**src/hfs_pkg.sv**
```systemverilog
/*
 * constants shared by the frame status block and its address matcher.
 * assumes a 32-bit apb slave with byte addresses in an 8-bit window.
 */
package hfs_pkg;
    // ----------------------------------------------------------------
    // register offsets
    // ----------------------------------------------------------------
    localparam logic [7:0] OFF_STATUS   = 8'h08;
    localparam logic [7:0] OFF_SAPI     = 8'h10;
    localparam logic [7:0] OFF_TEI      = 8'h14;
    localparam logic [7:0] OFF_MODE     = 8'h18;
    localparam logic [7:0] OFF_INT_STAT = 8'h1c;
    localparam logic [7:0] OFF_INT_MASK = 8'h20;
    // ----------------------------------------------------------------
    // status field positions and reset value
    // ----------------------------------------------------------------
    localparam int BIT_VFR  = 15;
    localparam int BIT_RDO  = 14;
    localparam int BIT_CRC  = 13;
    localparam int BIT_RAB  = 12;
    localparam int BIT_SA1  = 11;
    localparam int BIT_SA0  = 10;
    localparam int BIT_CR   = 9;
    localparam int BIT_TA   = 8;
    localparam int BIT_RX_ACTIVE_FLAG = 7;
    localparam int BIT_TX_ACTIVE_FLAG = 0;
    localparam logic [15:0] STATUS_RESET = 16'h0c00;
    // ----------------------------------------------------------------
    // mode register fields, interrupt bits
    // ----------------------------------------------------------------
    localparam int BIT_TWO_BYTE = 4;
    localparam int INT_RME = 0;
    localparam int INT_RAB = 1;
    localparam int INT_RDO = 2;
    localparam int INT_W   = 3;
    // ----------------------------------------------------------------
    // address comparison constants
    // ----------------------------------------------------------------
    localparam logic [5:0] SAPI_GROUP = 6'h3f;
    localparam logic [6:0] TEI_GROUP  = 7'h7f;
    localparam logic [2:0] CODE_S2_TG = 3'h0;
    localparam logic [2:0] CODE_S2_T2 = 3'h1;
    localparam logic [2:0] CODE_SG_TG = 3'h2;
    localparam logic [2:0] CODE_SG_TX = 3'h3;
    localparam logic [2:0] CODE_S1_TG = 3'h4;
    localparam logic [2:0] CODE_S1_T1 = 3'h5;
    localparam logic [2:0] CODE_NONE  = 3'h6;
    typedef enum logic [2:0] {
        HFS_AUTO, HFS_NONAUTO, HFS_TRANSP0, HFS_TRANSP1, HFS_TRANSP3
    } hfs_mode_t;
endpackage

```
**src/hfs_match_if.sv**
```systemverilog
/*
 * carrier between the status block and its address matcher.
 * assumes both ends sit in one clock domain; content is combinational.
 */
`timescale 1ns/1ns
interface hfs_match_if;
    logic [7:0]        sapi1;
    logic [7:0]        sapi2;
    logic [7:0]        tei_prog_first;
    logic [7:0]        tei_prog_second;
    hfs_pkg::hfs_mode_t mode;
    logic              two_byte;
    logic [7:0]        addr_b1;
    logic [7:0]        addr_b2;
    logic [2:0]        result;
    modport matcher (input sapi1, sapi2, tei_prog_first, tei_prog_second, mode, two_byte,
                     input addr_b1, addr_b2, output result);
    modport user    (output sapi1, sapi2, tei_prog_first, tei_prog_second, mode, two_byte,
                     output addr_b1, addr_b2, input result);
endinterface

```
**src/hfs_frame_status.sv**
```systemverilog
/*
 * hdlc receive-status and address-recognition block with apb registers.
 * assumes receiver and transmitter event inputs are one-cycle pulses
 * synchronous to clk, and that the receive queue always takes the copy.
 */
// Chosen here: the APB interface to the registers.
// Summary of operation
// - receiver active set on flag, cleared on abort
// - valid frame only when bit count aligned
// - flag overflow when frame bytes dropped
// - transmitter active from xtf until frame sent
// - report crc good or bad
// - flag abort on seven ones
// - compare sapi with two values and group
// - compare tei with two values and group
// - one-byte address: tei_prog_first gives 1, tei_prog_second 0
// - two-byte address match encoding table
// - copy command/response bit from sapi byte
// - status shows last frame, copied into queue
// - equal sapi values never yield 001
// - read-only status, reserved zero, reset value
// - message end event at frame end
`timescale 1ns/1ns
module hfs_frame_status (
    input  wire logic        clk,
    input  wire logic        reset,
    input  wire logic        psel,
    input  wire logic        penable,
    input  wire logic        pwrite,
    input  wire logic [7:0]  paddr,
    input  wire logic [31:0] pwdata,
    output logic      [31:0] prdata,
    output logic             pready,
    output logic             pslverr,
    input  wire logic        rx_open_flag,
    input  wire logic        rx_abort,
    input  wire logic        rx_frame_end,
    input  wire logic        rx_bits_aligned,
    input  wire logic        rx_crc_good,
    input  wire logic        rx_byte_drop,
    input  wire logic        rx_byte_valid,
    input  wire logic [7:0]  rx_byte,
    input  wire logic        transparent_tx_cmd,
    input  wire logic        tx_frame_sent,
    output logic             queue_status_valid,
    output logic      [15:0] queue_status_data,
    output logic             irq
);
    // ----------------------------------------------------------------
    // state
    // ----------------------------------------------------------------
    logic [15:0]           frame_status_reg;
    logic [15:0]           frame_status_next;
    logic [15:0]           sapi_reg;
    logic [15:0]           tei_reg;
    hfs_pkg::hfs_mode_t    mode_reg;
    logic                  two_byte_reg;
    logic [hfs_pkg::INT_W-1:0] int_stat_reg;
    logic [hfs_pkg::INT_W-1:0] int_stat_next;
    logic [hfs_pkg::INT_W-1:0] int_mask_reg;
    logic                  rx_active_reg;
    logic                  tx_active_reg;
    logic                  drop_seen_reg;
    logic [1:0]            byte_cnt_reg;
    logic [7:0]            addr_b1_reg;
    logic [7:0]            addr_b2_reg;
    logic [31:0]           prdata_reg;
    logic                  queue_valid_reg;

    hfs_match_if m_if ();

    // ----------------------------------------------------------------
    // apb decode
    // ----------------------------------------------------------------
    wire setup    = psel && !penable;
    wire access   = psel && penable;
    wire hit_stat = paddr == hfs_pkg::OFF_STATUS;
    wire hit_sapi = paddr == hfs_pkg::OFF_SAPI;
    wire hit_tei  = paddr == hfs_pkg::OFF_TEI;
    wire hit_mode = paddr == hfs_pkg::OFF_MODE;
    wire hit_ist  = paddr == hfs_pkg::OFF_INT_STAT;
    wire hit_imsk = paddr == hfs_pkg::OFF_INT_MASK;
    wire mapped   = hit_stat || hit_sapi || hit_tei || hit_mode ||
                    hit_ist || hit_imsk;
    // status register ignores writes; no error, it is simply read-only
    wire wr_sapi  = access && pwrite && hit_sapi;
    wire wr_tei   = access && pwrite && hit_tei;
    wire wr_mode  = access && pwrite && hit_mode;
    wire wr_imsk  = access && pwrite && hit_imsk;
    wire rd_ist   = access && !pwrite && hit_ist;
    wire [31:0] rd_mux =
        hit_stat ? {16'h0, frame_status_reg} :
        hit_sapi ? {16'h0, sapi_reg} :
        hit_tei  ? {16'h0, tei_reg} :
        hit_mode ? {27'h0, two_byte_reg, 1'b0, mode_reg} :
        hit_ist  ? {29'h0, int_stat_reg} :
        hit_imsk ? {29'h0, int_mask_reg} : 32'h0;

    assign pready  = 1'b1;
    assign pslverr = access && !mapped;
    assign prdata  = prdata_reg;

    // ----------------------------------------------------------------
    // matcher hookup
    // ----------------------------------------------------------------
    assign m_if.sapi1    = sapi_reg[7:0];
    assign m_if.sapi2    = sapi_reg[15:8];
    assign m_if.tei_prog_first     = tei_reg[7:0];
    assign m_if.tei_prog_second     = tei_reg[15:8];
    assign m_if.mode     = mode_reg;
    assign m_if.two_byte = two_byte_reg;
    assign m_if.addr_b1  = addr_b1_reg;
    assign m_if.addr_b2  = addr_b2_reg;

    hfs_addr_match u_match (
        .m (m_if.matcher)
    );

    // ----------------------------------------------------------------
    // frame end and status assembly
    // ----------------------------------------------------------------
    // an abort ends the frame as a closing flag does
    wire end_evt   = rx_active_reg && (rx_frame_end || rx_abort);
    wire drop_now  = drop_seen_reg || rx_byte_drop;
    wire rx_act_nx = rx_abort ? 1'b0 :
                     rx_open_flag ? 1'b1 : rx_active_reg;
    wire tx_act_nx = transparent_tx_cmd ? 1'b1 :
                     tx_frame_sent ? 1'b0 : tx_active_reg;
    wire [15:0] frame_bits = {
        rx_bits_aligned,
        drop_now,
        rx_crc_good,
        rx_abort,
        m_if.result[2:1],
        addr_b1_reg[1],
        m_if.result[0],
        8'h0};
    // frame bits change only at frame end, activity bits every cycle
    assign frame_status_next = {
        end_evt ? frame_bits[15:8] : frame_status_reg[15:8],
        rx_act_nx, 6'h0, tx_act_nx};

    // events set, a read clears; the set wins in a colliding cycle
    wire [hfs_pkg::INT_W-1:0] int_set = {
        end_evt && drop_now, end_evt && rx_abort, end_evt};
    assign int_stat_next = (rd_ist ? '0 : int_stat_reg) | int_set;
    assign irq = |(int_stat_reg & ~int_mask_reg);

    // ----------------------------------------------------------------
    // registers
    // ----------------------------------------------------------------
    always_ff @(posedge clk or posedge reset) begin
        if (reset) begin
            frame_status_reg <= hfs_pkg::STATUS_RESET;
            int_stat_reg     <= '0;
            rx_active_reg    <= 1'b0;
            tx_active_reg    <= 1'b0;
        end else begin
            frame_status_reg <= frame_status_next;
            int_stat_reg     <= int_stat_next;
            rx_active_reg    <= rx_act_nx;
            tx_active_reg    <= tx_act_nx;
        end
    end

    always_ff @(posedge clk or posedge reset) begin
        if (reset) begin
            sapi_reg     <= 16'h0;
            tei_reg      <= 16'h0;
            mode_reg     <= hfs_pkg::HFS_AUTO;
            two_byte_reg <= 1'b0;
            int_mask_reg <= '0;
        end else begin
            if (wr_sapi) begin
                sapi_reg <= pwdata[15:0];
            end
            if (wr_tei) begin
                tei_reg <= pwdata[15:0];
            end
            if (wr_mode) begin
                mode_reg     <= hfs_pkg::hfs_mode_t'(pwdata[2:0]);
                two_byte_reg <= pwdata[hfs_pkg::BIT_TWO_BYTE];
            end
            if (wr_imsk) begin
                int_mask_reg <= pwdata[hfs_pkg::INT_W-1:0];
            end
        end
    end

    // per-frame capture: drop flag and the first two address bytes
    always_ff @(posedge clk or posedge reset) begin
        if (reset) begin
            drop_seen_reg <= 1'b0;
            byte_cnt_reg  <= 2'h0;
            addr_b1_reg   <= 8'h0;
            addr_b2_reg   <= 8'h0;
        end else if (rx_open_flag) begin
            drop_seen_reg <= 1'b0;
            byte_cnt_reg  <= 2'h0;
        end else begin
            drop_seen_reg <= drop_now;
            if (rx_byte_valid && byte_cnt_reg == 2'h0) begin
                addr_b1_reg  <= rx_byte;
                byte_cnt_reg <= 2'h1;
            end else if (rx_byte_valid && byte_cnt_reg == 2'h1) begin
                addr_b2_reg  <= rx_byte;
                byte_cnt_reg <= 2'h2;
            end
        end
    end

    // read data registered in the setup cycle, so it is a flop output
    always_ff @(posedge clk or posedge reset) begin
        if (reset) begin
            prdata_reg <= 32'h0;
        end else if (setup && !pwrite) begin
            prdata_reg <= rd_mux;
        end
    end

    // copy of the new status goes to the receive queue as a 16-bit word
    always_ff @(posedge clk or posedge reset) begin
        if (reset) begin
            queue_valid_reg   <= 1'b0;
            queue_status_data <= 16'h0;
        end else begin
            queue_valid_reg <= end_evt;
            if (end_evt) begin
                queue_status_data <= frame_status_next;
            end
        end
    end
    assign queue_status_valid = queue_valid_reg;
endmodule // hfs_frame_status

```
**src/hfs_addr_match.sv**
```systemverilog
/*
 * address matcher: turns the first one or two address bytes into the
 * sapi/tei match code {sa1, sa0, ta}. purely combinational.
 * assumes the caller samples the result only at frame end.
 */
`timescale 1ns/1ns
module hfs_addr_match (
    hfs_match_if.matcher m
);
    // ----------------------------------------------------------------
    // comparisons; c/r and ea bits are excluded from the compare
    // ----------------------------------------------------------------
    wire s1   = m.addr_b1[7:2] == m.sapi1[7:2];
    wire s2   = m.addr_b1[7:2] == m.sapi2[7:2];
    wire sg   = m.addr_b1[7:2] == hfs_pkg::SAPI_GROUP;
    wire t1   = m.addr_b2[7:1] == m.tei_prog_first[7:1];
    wire t2   = m.addr_b2[7:1] == m.tei_prog_second[7:1];
    wire tg   = m.addr_b2[7:1] == hfs_pkg::TEI_GROUP;
    wire same = m.sapi1 == m.sapi2;
    wire one_t1 = m.addr_b1[7:1] == m.tei_prog_first[7:1];
    // the !same term on the 001 arm keeps equal sapi values from reaching 001
    wire [2:0] code2 =
        (s1 && tg)         ? hfs_pkg::CODE_S1_TG :
        (s1 && t1)         ? hfs_pkg::CODE_S1_T1 :
        (sg && tg)         ? hfs_pkg::CODE_SG_TG :
        (sg && (t1 || t2)) ? hfs_pkg::CODE_SG_TX :
        (s2 && tg)         ? hfs_pkg::CODE_S2_TG :
        (s2 && t2 && !same) ? hfs_pkg::CODE_S2_T2 :
                             hfs_pkg::CODE_NONE;
    wire sa_sig = (m.mode == hfs_pkg::HFS_NONAUTO && m.two_byte) ||
                  m.mode == hfs_pkg::HFS_TRANSP3;
    wire ta_sig = m.mode != hfs_pkg::HFS_TRANSP0 &&
                  m.mode != hfs_pkg::HFS_TRANSP1;
    wire [1:0] sa_out = sa_sig ? code2[2:1] : 2'h3;
    wire ta_out = !ta_sig ? 1'b0 :
                  m.two_byte ? code2[0] : one_t1;
    assign m.result = {sa_out, ta_out};
endmodule // hfs_addr_match

```
**config.mk**
```make
export PLATFORM = sky130hd
export DESIGN_NAME = hfs_frame_status
export DESIGN_NICKNAME = d
export VERILOG_FILES = /design/src/hfs_pkg.sv /design/src/hfs_match_if.sv /design/src/hfs_frame_status.sv /design/src/hfs_addr_match.sv
export SDC_FILE = /design/constraint.sdc
export NUM_CORES = 1
export LEC_CHECK = 0
export ABC_AREA = 1
export BUFFER_PORTS_ARGS = -buffer_cell sky130_fd_sc_hd__buf_2
export CORE_MARGIN = 2
export CORE_UTILIZATION = 59
export CTS_CLUSTER_DIAMETER = 200
export DETAILED_ROUTE_END_ITERATION = 16
export PLACE_DENSITY_LB_ADDON = 0.25
export SYNTH_ARGS = -nofsm -noshare
export SYNTH_HDL_FRONTEND = slang
export SYNTH_SLANG_ARGS = --single-unit
```
**constraint.sdc**
```tcl
create_clock -name clk -period 6.35 [get_ports clk]
set_input_delay 0 -clock clk [delete_from_list [all_inputs] [get_ports clk]]
set_output_delay 0 -clock clk [all_outputs]
set_load 0.05 [all_outputs]
```
Word level (Yosys, flattened, before mapping)
Index checks and enable logic that the tools add are counted.

Flip-flop bits (word level): 116. Bits in latches: 0. Bits in writable memories: 0. ROM bits: 0. Input port bits: 62. Output and inout port bits: 52. Logic and storage cells: 108. Memories: 0.

Add/sub/neg operators: 0. $mul: 0. Div/mod/pow operators: 0. Order comparisons: 0. Eq/ne operators: 19. Shifts and indexed selects: 0. Mux-type cells: 25. Bitwise logic cells: 5. Reduce and logical (&&, ||, !) cells: 43.

Operator list (count): 16-bit 2-to-1 mux (3); 8-bit by 5-bit equality test with 1-bit output (second input constant) (4); 3-bit 2-to-1 mux (9); 1-bit logical AND (25); 7-bit equality test (3); 6-bit equality test (2); 1-bit logical OR (9); 8-bit by 4-bit equality test with 1-bit output (second input constant) (1); 8-bit by 6-bit equality test with 1-bit output (second input constant) (1); 8-bit equality test (1); 2-bit 2-to-1 mux (4); 8-bit 2-to-1 mux (1); 7-bit equality test (second input constant) (1); 1-bit 2-to-1 mux (7); 6-bit equality test (second input constant) (1); 3-bit by 2-bit != test with 1-bit output (second input constant) (2); 5-bit 2-to-1 mux (1); 1-bit zero test (4); 3-bit AND (1); 3-bit by 1-bit equality test with 1-bit output (second input constant) (1); 3-bit equality test (second input constant) (1); 3-bit NOT (1); 3-bit bitwise OR (1); 3-bit AND reduction (1); other kinds (6) (7).

Longest topological paths before layout
Gate-level depths: netlist of the first run.

Depth after elaboration: 12. Mapped depth: 14. Mapped depth without buffers: 13.

Hierarchy
A second synthesis of the first run with hierarchy kept.

Cell total of the unflattened synthesis: 678. Area total of the unflattened synthesis: 5386.4 um^2.

By module, submodules not included: hfs_frame_status (instances 1, cells an instance 513, area an instance 4573.1 um^2, sequential area each 2454.9 um^2); hfs_addr_match (instances 1, cells an instance 165, area an instance 813.3 um^2, sequential area each 0.0 um^2).

Least setup slack after synthesis of the first run
OpenSTA, ideal clock, no wires.

Path type: input -> output. Start point: input paddr[5]. End point: output pslverr. Data arrival time: 2.110 ns. Slack: 4.240 ns. Stages on the path: 7. Buffers on the path: 1. Cell sequence: inv_1 nand3_2 inv_1 nand2_2 buf_2 nand4_1 nor4_1.

Cells in the longest elaborated chain, start to end: 8.

Ends and longest elaborated chain: start, declared (RTL line hfs_frame_status.sv:30) `input wire logic [7:0] paddr,`; 8-bit by 4-bit equality test with 1-bit output or 8-bit by 5-bit equality test with 1-bit output (tied branches) (RTL line hfs_frame_status.sv:77, hfs_frame_status.sv:78); 1-bit logical OR (4 in a row) (RTL line hfs_frame_status.sv:83) `wire mapped = hit_stat || hit_sapi || hit_tei || hit_mode ||`; 1-bit logical OR * (RTL line hfs_frame_status.sv:84) `hit_ist || hit_imsk;`; 1-bit zero test * (RTL line hfs_frame_status.sv:100) `assign pslverr = access && !mapped;`; 1-bit logical AND * (RTL line hfs_frame_status.sv:100); end, declared (RTL line hfs_frame_status.sv:34) `output logic pslverr,`.

Every way passes the cells marked *; elsewhere a longest branch is shown, timed or not.

Worst setup path after layout of the first run
Start point: input pwrite. End point: register prdata_reg[15] (netlist: prdata[15]).

Cells in the longest elaborated chain, start to end: 2.

Ends and longest elaborated chain: start, declared (RTL line hfs_frame_status.sv:29) `input wire logic pwrite,`; 1-bit zero test (RTL line hfs_frame_status.sv:216) `end else if (setup && !pwrite) begin`; 1-bit logical AND (RTL line hfs_frame_status.sv:216); end signal, assigned (RTL line hfs_frame_status.sv:217) `prdata_reg <= rd_mux;`; end, declared (RTL line hfs_frame_status.sv:67) `logic [31:0] prdata_reg;`.

No other way between the ends. A chain may end at the register's enable or synchronous reset.

==> qor.txt, run 1 <==
Outcome = complete, no violations
CP Data Arrival Time = 2270 ps
Final hold violation count = 0
Row Count = 33
Critical path launch point = pwrite
Root cell of the clock tree = clkbuf_8
Initial antenna violation count = 0
Hold Crit Class = in -> reg
Post-synth EDFFs = 0
Final layout net count = 813
Synth top area cells = dfrtp_1 47%, nand2_1 15%, inv_1 7.5%
Die area = 0.009257 mm²
CTS tree = built
Starting Density = 61.06%
Layout filler cell count = 661
Peak supply drop = 0.1668 mV
Total wire length = 12.56 mm
Post-Syn Area = 0.005017 mm²
Routability congestion estimate = 0.9106
First-pass GRT wire length = 20.51 mm
CP endpoint kind = flip-flop
WS Path Type = in -> reg
Area of the core = 0.008217 mm²
Setup ws final = 4352 ps
Drt initial violations = 219
ANT nets after route = 0
Synthesized instance count = 649
Peak fanout along the critical path = 18
Crit path required time = 6620 ps
Worst-Margin Slew = 958.7 ps
Leak = 3.148 nW
Top-area cell type share of the netlist area = 46.88%
Slew margin rel. = 35.93%
Max-slew violation count = 0
Htree depth = 3
Grt met1 use = 39.43%
Post-DP HPWL = 8.853 mm
Syn_area_per_cell = 7.731 µm²
Die height = 96.22 µm
Gr ovfl total = 0
Finish-stage setup viols = 0
Clock buffer depth = 2
Max Cap Viol = 0
GR Layer Usage met3 = 3.681%
GRT busiest layer = met2
Core Util, Final = 71.89%
Synth area leader = dfrtp_1
Worst slack at placement = 4566 ps
Wire per inst = 14.59 µm
Setup TNS Final = 0 ps
Number of global-route vias before repair = 4269
Fin area = 0.005907 mm²
GRT Util Overall = 29.25%
RSZ-0062 raised after global routing = false
CP Launch Type = input port
PD cells = 252.8 mW/mm²
Hold_sp = penable
Placed Instance Area = 0.005346 mm²
Fin crit period = 1998 ps
#FFs+latches synth = 96
CTS Buf Count = 9
Most frequent cells in the layout = 201 x nand2_1, 99 x inv_1, 94 x dfrtp_1
Post-route DRC = 0
Skew final = 13.54 ps
Sequential-to-total area share from yosys stat = 47.93%
Via count = 4489
Crit share post-route = 31.46%
Vias per inst = 5.214
Port bufs = 73
Clock transition at path regs = 100 ps
Post-CTS setup buffer count = 0
Fraction of layout cells with a size suffix above 1 = 14.29%
Die Span X = 96.22 µm
GRT met2 Usage = 47.11%
Post-synth ARST share = 100.0%
Ports = 114
First-pass DRT Iterations = 5
Ant. Diodes = 0
Clk sink count = 96
Most common cell after layout, fill and taps aside = nand2_1
Largest net degree at the start of global routing = 62
Fmax = 500.6 MHz
Primary FF master, synth = dfrtp_1
Ys Warns = 0
RR Startpoint = addr_b1_reg[2]
Netlist cell types = 39
Layout area overhead = 17.73%
Worst-Skew Late Latency = 380 ps
==> cells by family after synthesis <==
| group | after synthesis | synth area share [%] |
|---|---|---|
| and+or+nand+nor | 279 | 23.04 |
| buffers and inverters | 143 | 12.87 |
| AOI/OAI and AO/OA | 105 | 11.80 |
| DFF | 96 | 47.93 |
| xor gates and xnor gates | 23 | 4.015 |
| other | 2 | 0.1497 |
| muxes | 1 | 0.1995 |
==> layout make-up <==
class	instances	area, µm²	share of cell area [%]
Multi-Input combinational cell	431	2046	34.63
Clock inverter	7	76.32	1.292
Inverter	102	384.1	6.503
Sequential cell	96	2405	40.71
Tap cell	105	131.4	2.224
Timing Repair Buffer	111	740.7	12.54
Clock buffer	9	123.9	2.097
==> worst max-delay path: stages <==
cell           delay (ps)
dlygate4sd3_1         530
buf_2                 140
nor2_1                100
nand2_1               400
inv_1                 530
nand2_1               220
o31ai_1               270
inv_1                  80
==> metal layers <==
metal  wire length [µm]  part of all wire (%)
met5                  0                     0
met4                397                   3.2
met3                751                   6.0
met2               5909                    47
met1               5499                    44
==> report_power, final <==
group          switching (mW)  leakage (nW)  total, mW  internal [mW]
Combinational           0.231          1.80      0.344          0.112
Clock                   0.227        0.0966      0.413          0.185
Sequential             0.0693          1.25      0.737          0.668
Total                   0.528          3.15       1.49          0.965
==> repair_timing <==
action                                 4_1_cts  5_1_grt
gates resized for setup                      0        0
hold buffers                                36        0
endpoints found under the hold margin      102        0
==> final timing paths <==
| path | endpoint | slack [ps] | cells after the start |
|---|---|---|---|
| worst max-delay path | prdata[15] | 4350 | 8 |
| worst min-delay path | int_stat_reg[1] | 80 | 4 |
| worst max register to register | queue_status_data[10] | 4700 | 13 |
| worst min register to register | queue_status_data[14] | 480 | 2 |
| max in group asynchronous | sapi_reg[4] | 4990 | 4 |
| min in group asynchronous | addr_b2_reg[6] | 210 | 3 |
==> through the flow <==
step	hold slack, ps	power, mW	std cells
floorplan	63.14	0.9895	670
global placement	71.58	1.063	809
detailed placement	82.53	1.070	809
CTS	61.03	1.494	861
global route	99.20	1.571	861
finish	78.03	1.493	861
==> synth_stat cells, drive strengths merged, types with 4 or more instances <==
| master | n |
|---|---|
| dfrtp | 94 |
| o21a | 4 |
| nand2 | 203 |
| xor2 | 10 |
| inv | 102 |
| o31ai | 4 |
| nor3 | 5 |
| o21ai | 69 |
| a21oi | 10 |
| nand3 | 13 |
| xnor2 | 13 |
| a31oi | 4 |
| o22ai | 6 |
| nand4 | 8 |
| nor2 | 42 |
| nor4 | 4 |
| buf | 30 |
| clkbuf | 11 |
(Power assumes the default switching activity.)
==> inputs of run 2 (changes only) <==
--- a/config.mk
+++ b/config.mk
@@ -8,7 +8,7 @@
 export ABC_AREA = 1
 export BUFFER_PORTS_ARGS = -buffer_cell sky130_fd_sc_hd__buf_2
 export CORE_MARGIN = 2
-export CORE_UTILIZATION = 59
+export CORE_UTILIZATION = 54
 export CTS_CLUSTER_DIAMETER = 200
 export DETAILED_ROUTE_END_ITERATION = 16
 export PLACE_DENSITY_LB_ADDON = 0.25
==> constraint.sdc (replaced) <==
create_clock -name clk -period 1.9 [get_ports clk]
set_input_delay 0 -clock clk [delete_from_list [all_inputs] [get_ports clk]]
set_output_delay 0 -clock clk [all_outputs]
set_load 0.05 [all_outputs]
==> run 2 against run 1 <==
  * Via count decreased by 0.85%
  * Non-clock buffer count rose by 7
  * First-iteration DRC count shrank 10%
  * Hold slack better by 18 ps
  * Largest cell class unchanged
  * Flip-flop and latch count did not move
  * Final cell count grew 1.5%
  * Register-to-register slack lost 4400 ps
==> qor.txt, run 2 (synthesis gave the netlist of run 1 again) <==
Outcome = complete, no violations
GRT Util Overall = 26.06%
Pint = 3.116 mW
Grt met1 use = 35.31%
Wire per inst = 14.37 µm
Switching Fraction = 36.26%
CP endpoint kind = flip-flop
GR Layer Usage met3 = 3.830%
Most common cell after layout, fill and taps aside = nand2_1
Leak = 3.168 nW
Number of global-route vias before repair = 4226
Gr ovfl total = 0
GRT busiest layer = met2
Post-route DRC = 0
Sequential share of power = 50.2%
Max Cap Viol = 0
Die height = 100.4 µm
Clock transition at path regs = 100 ps
Port bufs = 73
Peak fanout along the critical path = 5
Starting Density = 55.08%
Crit path required time = 2210 ps
Routability congestion estimate = 0.9298
Layout area overhead = 18.88%
PD cells = 819.6 mW/mm²
Hold_buf cts = 35
Ports = 114
Vias per inst = 5.093
Die Span X = 100.4 µm
Worst-Margin Slew = 694.6 ps
Row Count = 35
Clock share of power = 25.9%
CP Data Arrival Time = 1960 ps
Max-slew violation count = 0
First-pass GRT wire length = 20.24 mm
Worst-Skew Late Latency = 380 ps
Peak supply drop = 0.5240 mV
Total wire length = 12.56 mm
Final hold violation count = 0
Hold Crit Class = in -> reg
Via count = 4451
Area taken by flip-flops and latches = 0.002405 mm²
Finish-stage setup viols = 0
Clk sink count = 96
Post-CTS setup buffer count = 0
Slew margin rel. = 53.20%
Area of the multi-input gates = 0.002052 mm²
Clock buffer depth = 2
Worst-case hold slack = 95.76 ps
Root cell of the clock tree = clkbuf_8
Fmax = 608.3 MHz
Htree depth = 3
Quantity of gates resized following cts = 0
Fin crit period = 1644 ps
CTS Buf Count = 9
CP Launch Type = flip-flop
First-pass DRT Iterations = 5
Skew final = 18.52 ps
Crit share post-route = 86.53%
WS Path Type = reg -> reg
CTS tree = built
Initial antenna violation count = 0
Comb pwr share = 23.9%
Layout filler cell count = 805
Area of the core = 0.009109 mm²
GRT met2 Usage = 41.40%
Largest net degree at the start of global routing = 49
Ant. Diodes = 0
RSZ-0062 raised after global routing = false
Post-DP HPWL = 9.338 mm
P_sw = 1.773 mW
Drt initial violations = 197
Final layout net count = 820
ANT nets after route = 0
Die area = 0.01008 mm²
Setup TNS Final = 0 ps
Fraction of layout cells with a size suffix above 1 = 15.20%
Most frequent cells in the layout = 201 x nand2_1, 99 x inv_1, 94 x dfrtp_1
[run 2: cell count changes in the layout (fill, tap and decap cells not counted), sizes merged]
| cell | before | now |
|---|---|---|
| buf | 75 | 83 |
| clkinv | 2 | 0 |
| clkinvlp | 2 | 4 |
| bufinv | 1 | 0 |
| clkbuf | 9 | 10 |
| dlygate4sd3 | 36 | 35 |
[run 2: cell type report]
cell class                      instances  share of cell area, %
Clock buffer                           10                  2.140
Clock inverter                          6                 0.8601
Inverter                              102                  6.482
Multi-Input combinational cell        431                  34.40
Sequential cell                        96                  40.32
Tap cell                              111                  2.329
Timing Repair Buffer                  118                  13.47
[run 2: path summary, 6_finish.rpt]
| kind | slack, ps | start | cells past startpoint | to |
|---|---|---|---|---|
| setup / recovery | 260 | addr_b2_reg[1] | 12 | queue_status_data[8] |
| hold / removal | 100 | penable | 4 | int_stat_reg[1] |
| max in group asynchronous | 960 | reset | 4 | tei_reg[7] |
| min in group asynchronous | 240 | reset | 3 | drop_seen_reg |
| setup reg to reg | 260 | addr_b2_reg[1] | 12 | queue_status_data[8] |
| hold reg to reg | 480 | frame_status_reg[11] | 2 | frame_status_reg[11] |
[run 2: per-stage QoR]
step | power (mW) | cells | util [%] | area (µm²) | setup WS, ps
floorplan | 3.308 | 670 | - | 5106 | 366.6
global placement | 3.576 | 823 | 59.67 | 5435 | 287.8
detailed placement | 3.602 | 823 | 59.67 | 5435 | 286.3
CTS | 4.907 | 874 | 65.48 | 5964 | 274.5
global route | 5.157 | 874 | 65.48 | 5964 | 36.26
finish | 4.889 | 874 | 65.48 | 5964 | 256.0
[run 2: power by group through the flow]
stage / logic (mW) / clock network (mW) / registers, mW
detailed placement: 1.11 / 0 / 2.49
floorplan: 0.711 / 0 / 2.60
CTS: 1.17 / 1.28 / 2.45
global placement: 1.09 / 0 / 2.48
finish: 1.17 / 1.27 / 2.45
global route: 1.31 / 1.37 / 2.48
[run 2: critical path, cell delays in order (launching register included)]
cell,delay [ps]
dfrtp_1,460
inv_1,110
nand2_1,70
nand2_1,70
nor3_1,160
nand2_1,100
nand2_1,90
nand2_1,80
nand3b_1,100
nand2_1,70
nand2_1,60
nand2_1,130
nand2_1,90
[run 2: layer usage]
| layer | routed length [µm] | vias to the layer above |
|---|---|---|
| met2 | 5763 | 154 |
| met3 | 576 | 31 |
| met5 | 0 | - |
| li1 | - | 2193 |
| met4 | 485 | 0 |
| met1 | 5737 | 2073 |
==> inputs of run 3 (changes only) <==
--- a/config.mk
+++ b/config.mk
@@ -7,11 +7,13 @@
 export LEC_CHECK = 0
 export ABC_AREA = 1
 export BUFFER_PORTS_ARGS = -buffer_cell sky130_fd_sc_hd__buf_2
+export CAP_MARGIN = 20
 export CORE_MARGIN = 2
 export CORE_UTILIZATION = 54
 export CTS_CLUSTER_DIAMETER = 200
 export DETAILED_ROUTE_END_ITERATION = 16
-export PLACE_DENSITY_LB_ADDON = 0.25
+export PLACE_DENSITY = 0.8
+export SLEW_MARGIN = 20
 export SYNTH_ARGS = -nofsm -noshare
 export SYNTH_HDL_FRONTEND = slang
 export SYNTH_SLANG_ARGS = --single-unit
==> run 3 against run 2 <==
  * Clock-buffer cell count did not move
  * Largest cell class unchanged
  * Sequential share of layout area fell by 0.093 points
  * Cell area rose by 0.23%
  * Clock skew fell by 6.6 ps
  * Hold slack got worse by 4.0 ps
  * Wire length fell by 0.80%
  * Combinational power barely moved
  * Via count fell by 0.63%
  * Register-to-register slack barely moved
  * Sequential power barely moved
==> qor.txt, run 3 (synthesis gave the netlist of run 1 again) <==
GR Layer Usage met3 = 3.412%
Delay-heaviest family, CP = simple AND/OR/NAND/NOR gates
Via count = 4423
Sequential share of power = 50.4%
GRT busiest layer = met2
Post-route DRC = 0
Pint = 3.113 mW
Crit-path slowest cell = dfrtp_1
Comb pwr share = 24.0%
Critical Path, Cell by Cell = inv_1, nand2_1, nand2_1, nor3_1, nand2_1, nand2_1, nand2_1, nand3b_1, nand2_1, nand2_1, nand2_1, nand2_1
Peak fanout along the critical path = 5
Skew final = 11.96 ps
Final layout net count = 820
Worst-Margin Slew = 546.0 ps
Largest net degree at the start of global routing = 33
Area of the core = 0.009109 mm²
Die height = 100.4 µm
GRT Util Overall = 26.54%
Crit path required time = 2210 ps
Fraction of layout cells with a size suffix above 1 = 15.07%
CTS tree = built
Fmax = 609.2 MHz
Crit share post-route = 86.39%
Worst-Skew Late Latency = 370 ps
Most common cell on crit path = nand2_1
Core Util, Final = 65.63%
Layout area overhead = 19.15%
Peak supply drop = 0.3991 mV
P_sw = 1.747 mW
Fin area = 0.005978 mm²
Root cell of the clock tree = clkbuf_8
Finish-stage setup viols = 0
First-pass DRT Iterations = 5
Most common cell after layout, fill and taps aside = nand2_1
RSZ-0062 raised after global routing = false
Post-CTS setup buffer count = 0
CP Launch Type = flip-flop
Initial antenna violation count = 0
Clock share of power = 25.6%
CTS Buf Count = 9
Ports = 114
DP Cell Count = 822
Leak = 3.174 nW
Post-DP HPWL = 9.422 mm
GRT met2 Usage = 44.09%
Gr ovfl total = 0
Total wire length = 12.46 mm
Ant. Diodes = 0
WS Path Type = reg -> reg
Placed Instance Area = 0.005440 mm²
Clock transition at path regs = 110 ps
PD cells = 812.9 mW/mm²
Row Count = 35
Fin crit period = 1641 ps
Grt met1 use = 35.70%
Buf/Inv on CP = 1
Final hold violation count = 0
Clock buffer depth = 2
CP endpoint kind = flip-flop
Worst-case hold slack = 91.73 ps
Most frequent cells in the layout = 201 x nand2_1, 99 x inv_1, 94 x dfrtp_1
Clk sink count = 96
Switching Fraction = 35.95%
Hold_buf cts = 36
Drt initial violations = 228
Vias per inst = 5.061
Routability congestion estimate = 0.9540
Die Span X = 100.4 µm
Htree depth = 3
Number of global-route vias before repair = 4272
Die area = 0.01008 mm²
Max Cap Viol = 0
Slew margin rel. = 63.47%
CP Data Arrival Time = 1950 ps
Setup TNS Final = 0 ps
Port bufs = 73
Non-Filler Instances = 874
Wire per inst = 14.26 µm
First-pass GRT wire length = 20.63 mm
Hold Crit Class = in -> reg
Max-slew violation count = 0
Worst path max stage delay = 460 ps
Outcome = complete, no violations
ANT nets after route = 0
Quantity of gates resized following cts = 0
Starting Density = 55.08%
run 3: changes by cell type in the layout (fill, tap and decap cells not counted), sizes merged:
cell	before	now
buf	83	82
clkinv	0	1
clkinvlp	4	3
dlygate4sd3	35	36
run 3: through the flow:
stage,worst slack (ps),power [mW]
floorplan,366.6,3.308
global placement,296.4,3.568
detailed placement,294.3,3.597
CTS,280.6,4.871
global route,79.80,5.118
finish,258.5,4.860
run 3: path summary, 6_finish.rpt:
kind / end / slack [ps] / from / cells past startpoint
min in group asynchronous: addr_b2_reg[6] / 190 / reset / 3
max reg2reg: queue_status_data[8] / 260 / addr_b2_reg[2] / 12
min: int_stat_reg[2] / 90 / penable / 4
max in group asynchronous: tei_reg[15] / 1090 / reset / 4
min reg2reg: frame_status_reg[11] / 490 / frame_status_reg[11] / 2
max: queue_status_data[8] / 260 / addr_b2_reg[2] / 12
run 3: cell type report:
type                       count  area [µm²]
clock buffer                  10       127.6
timing repair buffer         118       818.3
clock inverter                 6       50.05
fill                         805        3131
sequential                    96        2405
inverter                     102       386.6
multi-input combinational    431        2052
tap                          111       138.9
run 3: tightest hold or removal path: cells and delay by family:
family	cells	cell delay, ps
and+or+nand+nor	2	190
buffers and inverters	1	100
AOI/OAI and AO/OA	1	140
run 3: power groups by stage:
stage	logic [mW]	clock network [mW]	registers, mW
after CTS	1.16	1.25	2.45
after global routing	1.30	1.34	2.48
final	1.17	1.25	2.45
after global placement	1.08	0	2.48
after detailed placement	1.10	0	2.49
after floorplan	0.711	0	2.60
run 3: metal layers:
layer  up-vias  share of wire [%]
met5         -                  0
met4         0                3.0
met3        31                4.9
met2       158                 47
met1      2050                 45
li1       2184                  -
